## src/design/vsa_map.vh

```
`ifndef VSA_MAP_VH
`define VSA_MAP_VH

// register byte addresses
`define VSA_OFS_BVANC 8'h00
`define VSA_OFS_SUBPIC 8'h04
`define VSA_OFS_TLUMA 8'h08
`define VSA_OFS_BLUMA 8'h0C
`define VSA_OFS_TCHROMA 8'h10
`define VSA_OFS_BCHROMA 8'h14
`define VSA_OFS_LINEOFS 8'h18
`define VSA_OFS_CTRL 8'h1C
`define VSA_OFS_STATUS 8'h20

// sub-picture register fields
`define VSA_HSTART_HI 23
`define VSA_HSTART_LO 16
`define VSA_WIDTH_HI 8
`define VSA_WIDTH_LO 0
`define VSA_SUBPIC_WMASK 32'h00FF01FF

// control register bits
`define VSA_CTRL_SUBPIC 0
`define VSA_CTRL_YC 1
`define VSA_CTRL_PROG 2

// reset values
`define VSA_RST_WORD 32'h00000000
`define VSA_RST_CTRL 3'h0

// fetch kinds
`define VSA_KIND_VANC 2'h0
`define VSA_KIND_LUMA 2'h1
`define VSA_KIND_CHROMA 2'h2

// smallest sub-picture width shift (16 bytes)
`define VSA_MIN_SHIFT 4'h4
`endif

```

## src/design/vsa_fifo.v

```verilog
`timescale 1ns/100ps
module vsa_fifo #(
  parameter WIDTH = 34,
  parameter DEPTH = 32
) (
  input wire clk_sys,
  input wire rst,
  input wire [WIDTH-1:0] inData,
  input wire inValid,
  output wire inReady,
  output reg [WIDTH-1:0] outData,
  output reg outValid,
  input wire outReady
);
  localparam PW = $clog2(DEPTH);
  reg [WIDTH-1:0] mem [0:DEPTH-1];
  reg [PW-1:0] wrPtr_r;
  reg [PW-1:0] rdPtr_r;
  reg [PW:0] count_r;
  wire doWr;
  wire doRd;

  // output stage is a register so the consumer sees flop-driven data
  assign inReady = (count_r != DEPTH[PW:0]);
  assign doWr = inValid && inReady;
  assign doRd = (count_r != {(PW+1){1'b0}}) && (!outValid || outReady);

  // storage has no reset; pointers, fill level and output register carry state
  always @(posedge clk_sys) begin
    if (doWr) begin
      mem[wrPtr_r] <= inData;
    end
  end

  // pointers, fill level and output register
  always @(posedge clk_sys or posedge rst) begin
    if (rst) begin
      wrPtr_r <= {PW{1'b0}};
      rdPtr_r <= {PW{1'b0}};
      count_r <= {(PW+1){1'b0}};
      outData <= {WIDTH{1'b0}};
      outValid <= 1'b0;
    end else begin
      if (doWr) begin
        wrPtr_r <= wrPtr_r + 1'b1;
      end
      if (doRd) begin
        rdPtr_r <= rdPtr_r + 1'b1;
        outData <= mem[rdPtr_r];
        outValid <= 1'b1;
      end else if (outReady) begin
        outValid <= 1'b0;
      end
      if (doWr && !doRd) begin
        count_r <= count_r + 1'b1;
      end else if (doRd && !doWr) begin
        count_r <= count_r - 1'b1;
      end
    end
  end
endmodule // vsa_fifo

```

## src/design/vsa_subpic_addr.v

```verilog
`timescale 1ns/100ps
`include "vsa_map.vh"
module vsa_subpic_addr #(
  parameter LW = 11,
  parameter FD = 32
) (
  input wire clk_sys,
  input wire rst,
  input wire [7:0] regAddr,
  input wire [31:0] regWrData,
  input wire regWr,
  input wire regRd,
  output reg [31:0] regRdData,
  input wire fieldStart,
  input wire fieldIsBottom,
  input wire lineReq,
  input wire [LW-1:0] lineNum,
  output reg lineBusy,
  output wire [31:0] fetchAddr,
  output wire [1:0] fetchKind,
  output wire fetchValid,
  input wire fetchReady
);
  localparam ST_IDLE = 2'h0;
  localparam ST_VANC = 2'h1;
  localparam ST_LUMA = 2'h2;
  localparam ST_CHROMA = 2'h3;

  // software-visible registers
  reg [31:0] bvanc_r;
  reg [31:0] subpic_r;
  reg [31:0] tLuma_r;
  reg [31:0] bLuma_r;
  reg [31:0] tChroma_r;
  reg [31:0] bChroma_r;
  reg [31:0] lineOfs_r;
  reg [2:0] ctrl_r;

  // field shadows, frozen for the whole field
  reg [31:0] shVanc_r;
  reg [31:0] shLuma_r;
  reg [31:0] shChroma_r;
  reg [31:0] shLineOfs_r;
  reg [7:0] shHStart_r;
  reg [3:0] shShift_r;
  reg shSubpic_r;
  reg shBottom_r;

  // fetch sequencer
  reg [1:0] state_r;
  reg [1:0] state_nxt;
  reg [LW-1:0] line_r;
  reg pend_r;
  reg [LW-1:0] pendLine_r;
  reg busy_nxt;

  reg [31:0] lineStep;
  reg [31:0] entAddr;
  reg [1:0] entKind;
  reg entValid;
  wire entReady;
  wire entTake;
  wire [33:0] fifoOut;
  wire [3:0] widthShift;
  wire useSubpic;
  wire [31:0] status;

  // map the one-hot width code to a shift; reserved codes fall to 16 bytes
  function [3:0] widthLog2;
    input [8:0] code;
    begin
      case (code)
        9'h010: begin
          widthLog2 = 4'h4;
        end
        9'h020: begin
          widthLog2 = 4'h5;
        end
        9'h040: begin
          widthLog2 = 4'h6;
        end
        9'h080: begin
          widthLog2 = 4'h7;
        end
        9'h100: begin
          widthLog2 = 4'h8;
        end
        default: begin
          widthLog2 = `VSA_MIN_SHIFT;
        end
      endcase
    end
  endfunction

  assign widthShift = widthLog2(subpic_r[`VSA_WIDTH_HI:`VSA_WIDTH_LO]);
  // width only matters in sub-picture storage of Y/C data
  assign useSubpic = ctrl_r[`VSA_CTRL_SUBPIC] &&
    ctrl_r[`VSA_CTRL_YC];

  // register writes; reserved sub-picture bits are never stored
  always @(posedge clk_sys or posedge rst) begin
    if (rst) begin
      bvanc_r <= `VSA_RST_WORD;
      subpic_r <= `VSA_RST_WORD;
      tLuma_r <= `VSA_RST_WORD;
      bLuma_r <= `VSA_RST_WORD;
      tChroma_r <= `VSA_RST_WORD;
      bChroma_r <= `VSA_RST_WORD;
      lineOfs_r <= `VSA_RST_WORD;
      ctrl_r <= `VSA_RST_CTRL;
    end else if (regWr) begin
      case (regAddr)
        `VSA_OFS_BVANC: begin
          bvanc_r <= regWrData;
        end
        `VSA_OFS_SUBPIC: begin
          subpic_r <= regWrData & `VSA_SUBPIC_WMASK;
        end
        `VSA_OFS_TLUMA: begin
          tLuma_r <= regWrData;
        end
        `VSA_OFS_BLUMA: begin
          bLuma_r <= regWrData;
        end
        `VSA_OFS_TCHROMA: begin
          tChroma_r <= regWrData;
        end
        `VSA_OFS_BCHROMA: begin
          bChroma_r <= regWrData;
        end
        `VSA_OFS_LINEOFS: begin
          lineOfs_r <= regWrData;
        end
        `VSA_OFS_CTRL: begin
          ctrl_r <= regWrData[2:0];
        end
        default: begin
          bvanc_r <= bvanc_r;
        end
      endcase
    end
  end

  assign status = {24'h000000, 1'b0, shBottom_r, shSubpic_r, pend_r,
    lineBusy, 1'b0, state_r};

  // read data lands the cycle after the strobe; unmapped reads give zero
  always @(posedge clk_sys or posedge rst) begin
    if (rst) begin
      regRdData <= `VSA_RST_WORD;
    end else if (regRd) begin
      case (regAddr)
        `VSA_OFS_BVANC: begin
          regRdData <= bvanc_r;
        end
        `VSA_OFS_SUBPIC: begin
          regRdData <= subpic_r & `VSA_SUBPIC_WMASK;
        end
        `VSA_OFS_TLUMA: begin
          regRdData <= tLuma_r;
        end
        `VSA_OFS_BLUMA: begin
          regRdData <= bLuma_r;
        end
        `VSA_OFS_TCHROMA: begin
          regRdData <= tChroma_r;
        end
        `VSA_OFS_BCHROMA: begin
          regRdData <= bChroma_r;
        end
        `VSA_OFS_LINEOFS: begin
          regRdData <= lineOfs_r;
        end
        `VSA_OFS_CTRL: begin
          regRdData <= {29'h00000000, ctrl_r};
        end
        `VSA_OFS_STATUS: begin
          regRdData <= status;
        end
        default: begin
          regRdData <= `VSA_RST_WORD;
        end
      endcase
    end else begin
      regRdData <= `VSA_RST_WORD;
    end
  end

  // snapshot at field start so a mid-field write cannot mix settings
  always @(posedge clk_sys or posedge rst) begin
    if (rst) begin
      shVanc_r <= `VSA_RST_WORD;
      shLuma_r <= `VSA_RST_WORD;
      shChroma_r <= `VSA_RST_WORD;
      shLineOfs_r <= `VSA_RST_WORD;
      shHStart_r <= 8'h00;
      shShift_r <= `VSA_MIN_SHIFT;
      shSubpic_r <= 1'b0;
      shBottom_r <= 1'b0;
    end else if (fieldStart) begin
      shVanc_r <= bvanc_r;
      // one width for luma and chroma of either field
      shShift_r <= widthShift;
      shHStart_r <= subpic_r[`VSA_HSTART_HI:`VSA_HSTART_LO];
      shLuma_r <= fieldIsBottom ? bLuma_r : tLuma_r;
      shChroma_r <= fieldIsBottom ? bChroma_r : tChroma_r;
      shLineOfs_r <= lineOfs_r;
      shSubpic_r <= useSubpic;
      shBottom_r <= fieldIsBottom;
    end
  end

  // per-line step: raster uses the offset, sub-picture the tile width
  always @* begin
    lineStep = 32'h00000000;
    if (shSubpic_r) begin
      lineStep = {{(32-LW){1'b0}}, line_r} << shShift_r;
    end else begin
      lineStep = shLineOfs_r * {{(32-LW){1'b0}}, line_r};
    end
  end

  // entry offered to the fifo in each state
  always @* begin
    entAddr = 32'h00000000;
    entKind = `VSA_KIND_VANC;
    entValid = 1'b0;
    case (state_r)
      ST_VANC: begin
        entAddr = shVanc_r;
        entKind = `VSA_KIND_VANC;
        entValid = 1'b1;
      end
      ST_LUMA: begin
        // horizontal start displaces from the area start, in bytes
        entAddr = shLuma_r + {24'h000000, shHStart_r} + lineStep;
        entKind = `VSA_KIND_LUMA;
        entValid = 1'b1;
      end
      ST_CHROMA: begin
        entAddr = shChroma_r + {24'h000000, shHStart_r} + lineStep;
        entKind = `VSA_KIND_CHROMA;
        entValid = 1'b1;
      end
      default: begin
        entValid = 1'b0;
      end
    endcase
  end

  assign entTake = entValid && entReady;

  // next state; a full fifo simply holds the sequencer
  always @* begin
    state_nxt = state_r;
    case (state_r)
      ST_IDLE: begin
        if (fieldStart) begin
          // progressive fields still fetch the bottom ancillary area
          if (fieldIsBottom || ctrl_r[`VSA_CTRL_PROG]) begin
            state_nxt = ST_VANC;
          end else begin
            state_nxt = ST_LUMA;
          end
        end else if (pend_r || lineReq) begin
          state_nxt = ST_LUMA;
        end
      end
      ST_VANC: begin
        if (entTake) begin
          state_nxt = ST_LUMA;
        end
      end
      ST_LUMA: begin
        if (entTake) begin
          state_nxt = ST_CHROMA;
        end
      end
      ST_CHROMA: begin
        if (entTake) begin
          state_nxt = ST_IDLE;
        end
      end
      default: begin
        state_nxt = ST_IDLE;
      end
    endcase
  end

  // busy also covers a request that arrives or still waits, so software
  // never sees an idle gap between a finished line and a queued one
  always @* begin
    busy_nxt = (state_nxt != ST_IDLE) || lineReq || pend_r;
  end

  // sequencer registers; one line request may wait while busy
  always @(posedge clk_sys or posedge rst) begin
    if (rst) begin
      state_r <= ST_IDLE;
      line_r <= {LW{1'b0}};
      pend_r <= 1'b0;
      pendLine_r <= {LW{1'b0}};
      lineBusy <= 1'b0;
    end else begin
      state_r <= state_nxt;
      lineBusy <= busy_nxt;
      if (state_r == ST_IDLE && fieldStart) begin
        line_r <= {LW{1'b0}};
        if (lineReq) begin
          pend_r <= 1'b1;
          pendLine_r <= lineNum;
        end
      end else if (state_r == ST_IDLE && pend_r) begin
        line_r <= pendLine_r;
        // a new request in the same cycle waits in the slot the taken one leaves
        pend_r <= lineReq;
        pendLine_r <= lineNum;
      end else if (state_r == ST_IDLE && lineReq) begin
        line_r <= lineNum;
      end else if (lineReq) begin
        pend_r <= 1'b1;
        pendLine_r <= lineNum;
      end
    end
  end

  // address queue toward the memory reader
  vsa_fifo #(
    .WIDTH(34),
    .DEPTH(FD)
  ) uFifo (
    .clk_sys(clk_sys),
    .rst(rst),
    .inData({entKind, entAddr}),
    .inValid(entValid),
    .inReady(entReady),
    .outData(fifoOut),
    .outValid(fetchValid),
    .outReady(fetchReady)
  );

  assign fetchAddr = fifoOut[31:0];
  assign fetchKind = fifoOut[33:32];
endmodule // vsa_subpic_addr

```

## config.mk

```make
export PLATFORM = sky130hd
export DESIGN_NAME = vsa_subpic_addr
export DESIGN_NICKNAME = d
export VERILOG_FILES = /design/src/design/vsa_fifo.v /design/src/design/vsa_subpic_addr.v
export VERILOG_INCLUDE_DIRS = /design/src /design/src/design
export SDC_FILE = /design/constraint.sdc
export NUM_CORES = 2
export LEC_CHECK = 0
export BUFFER_PORTS_ARGS = -buffer_cell sky130_fd_sc_hd__buf_2
export CELL_PAD_IN_SITES_DETAIL_PLACEMENT = 2
export CELL_PAD_IN_SITES_GLOBAL_PLACEMENT = 2
export CORE_ASPECT_RATIO = 1.4
export CORE_MARGIN = 1
export CORE_UTILIZATION = 43
export CTS_CLUSTER_DIAMETER = 60
export DETAILED_ROUTE_END_ITERATION = 10
export PLACE_DENSITY_LB_ADDON = 0.1
export SYNTH_ARGS = -nofsm -noshare
export SYNTH_HDL_FRONTEND = slang
export SYNTH_SLANG_ARGS = --single-unit
```

## constraint.sdc

```tcl
create_clock -name clk_sys -period 14.97 [get_ports clk_sys]
set_input_delay 2.994 -clock clk_sys [delete_from_list [all_inputs] [get_ports clk_sys]]
set_output_delay 2.994 -clock clk_sys [all_outputs]
set_load 0.03 [all_outputs]
```

==> results.md <==
* Max incr delay on CP at 0.97 ns
* Final Slew Violations at 0
* Post-synthesis cell count at 4663
* Worst setup margin at 4.83 ns
* Core Footprint at 170000 µm²
* Gpl congestion at 0.834
* Vias in the first global route at 47400
* Post-placement worst setup slack at 4.96 ns
* Placed instance area at 77300 µm²
* Overall die height at 491 µm
* Setup Buffers After CTS at 0
* Post-synth top area cell: edfxtp_1
* Pwr Total at 14.6 mW
* Antenna violations before repair at 5
* Worst setup SP type: register
* Drt via density at 5.89
* Area contributors post-synth: edfxtp_1, dfrtp_1, mux4_2
* Max_slew headroom at 0.0656
* Total detailed-routing wirelength at 245 mm
* IO Port Bufs at 126
* Post-Syn Area per Cell at 15.7 µm²
* Max cap viols at 0
* GRT Total Usage at 0.289
* Top reg by flops: uFifo.mem
* Maximum vdd drop at 156 µV
* Number of flops mapped to enable cells by yosys at 1088
* I/O pins at 127
* CP most frequent cell: fa_1
* Final setup fails at 0
* Commonest register cell after synthesis: edfxtp_1
* Total gr overflow at 0
* Syn Nets at 5123
* Max frequency at 98.6 MHz
* CTS tree: done
* Run status: complete, no violations
* Cell Area, Synth at 73400 µm²
* Synth top area share at 0.445
* Largest net degree at the start of global routing at 100
* LEAKAGE at 31.8 nW
* Pwr per Cell Area at 177 nW/µm²
* Clock Latency Late Sink at 0.84 ns
* Final Instance Area at 82900 µm²
* Commonest non-fill, non-tap cell in the layout: edfxtp_1
* Routed WL per cell at 34.0 µm
* Iter 0 DRT Violations at 3125
* Drt pass-1 iters at 5
* First-pass GRT wire length at 351 mm
* Post-DP HPWL at 159 mm
* Slowest library cell on the worst path: o22ai_2
* Period utilization at 0.678
* CP endpoint kind: register
* CTS buffer count at 160
* Row count at 179
* Final Hold Fails at 0
* Hold_buf cts at 0
* Largest register FFs at 1088
* Most frequent cells in the layout: edfxtp_1, dfrtp_1, mux4_2
* Resized cells post-CTS at 0
* Asr flop ratio synth at 0.299
* YS warnings at 0
* Data arrival time of the critical path at 10.56 ns
* Die width at 351 µm
* Detailed-route via count at 42500
* Die area at 172000 µm²
* Slew @ Worst Pin at 1.40 ns
* DRC viols at 0
* Area grow syn2layout at 12.9%
* Setup Skew at 0.0537 ns
* Worst-path clk slew at 0.06 ns
* Critical-path maximum fanout at 33
* Layout cells sized above 1 at 0.246
* Biggest regs: uFifo.mem (1088), uFifo.outData (34)
* Setup TNS at 0 ns
* RSZ-0062 raised after global routing: false
* CTS H-tree lvls at 4
* Hold Crit Class: register to register
* Final ANT Viol Nets at 0
* Register area share after synthesis at 0.603
* Yosys cell types at 76
* Fin nets at 5272
* Min cycle time layout at 10.14 ns
* CTS root buffer: clkbuf_16
* Final Util at 0.488
* Synthesis-stage register bit count at 1551
* Critical Path RT at 15.38 ns
* Worst Setup Path Type: register to register
* Initial Util at 0.432
* Clock buffer depth at 3
* Sink Count at 1551
metal layers:
| layer | routed length, µm | vias to the layer above | global-route usage |
|---|---|---|---|
| li1 | - | 17800 | - |
| met1 | 94200 | 23300 | 0.345 |
| met2 | 133000 | 1057 | 0.531 |
| met3 | 7450 | 346 | 0.0289 |
| met4 | 10100 | 4 | 0.110 |
| met5 | 32 | - | 0 |
cells by family (layout without fill, tap and decap cells):
| family | count (synthesis) | in the layout | synth area share |
|---|---|---|---|
| flip-flops | 1551 | 1551 | 0.603 |
| buffers and inverters | 509 | 793 | 0.0261 |
| adder cells (fa/ha/maj) | 401 | 401 | 0.0927 |
| XOR/XNOR | 117 | 117 | 0.0142 |
| multiplexers | 766 | 766 | 0.168 |
| AO/OA/AOI/OAI | 598 | 598 | 0.0522 |
| AND/OR/NAND/NOR | 721 | 721 | 0.0441 |
| other | 0 | 2 | 0 |
critical path: cells and delay by family (launching register included):
kind                       cells  cell delay (ns)
DFF                            1             0.35
buffers and inverters          2             0.53
and+or+nand+nor                5             0.56
AOI/OAI and AO/OA             14             4.51
adders and majority gates      8             3.54
xor gates and xnor gates       2             0.19
synthesized netlist by cell type (all sizes together) (76+ instances only):
| cell | number |
|---|---|
| edfxtp | 1088 |
| dfrtp | 462 |
| mux4 | 341 |
| nand2 | 327 |
| mux2 | 297 |
| inv | 249 |
| fa | 238 |
| clkbuf | 201 |
| nor2 | 172 |
| a21oi | 167 |
| ha | 163 |
| o21ai | 135 |
| mux2i | 128 |
| and2 | 119 |
| xnor2 | 76 |
stage by stage:
step                hold slack (ns)  cells
detailed placement            0.466   6911
global route                  0.507   7210
finish                        0.471   7211
floorplan                     0.465   4663
CTS                           0.479   7208
global placement              0.458   6911
report_power, final:
group	internal, mW	total, mW	switching, mW
Sequential	5.59	5.95	0.366
Clock	2.39	4.23	1.84
Combinational	1.66	4.45	2.79
Total	9.63	14.6	5.00
path summary, 6_finish.rpt:
kind / from / to / slack [ns] / cells past startpoint
max in group asynchronous: rst / line_r[0] / 9.83 / 5
min in group asynchronous: rst / lineBusy / 2.38 / 2
worst min register to register: uFifo.outData[29] / uFifo.outData[29] / 0.47 / 2
worst max-delay path: line_r[2] / uFifo.mem[9][28] / 4.83 / 31
worst max register to register: line_r[2] / uFifo.mem[9][28] / 4.83 / 31
worst min-delay path: uFifo.outData[29] / uFifo.outData[29] / 0.47 / 2
layout make-up:
| class | instances | area [µm²] |
|---|---|---|
| flip-flops and latches | 1551 | 44300 |
| clock inverters | 93 | 1170 |
| clock buffers | 204 | 4320 |
| fillers | 15900 | 86900 |
| inverters | 251 | 947 |
| diodes | 2 | 5.00 |
| multi-input cells | 2603 | 27700 |
| well taps | 2262 | 2830 |
| repair buffers | 245 | 1590 |
Power figures use the tool's default switching activity.
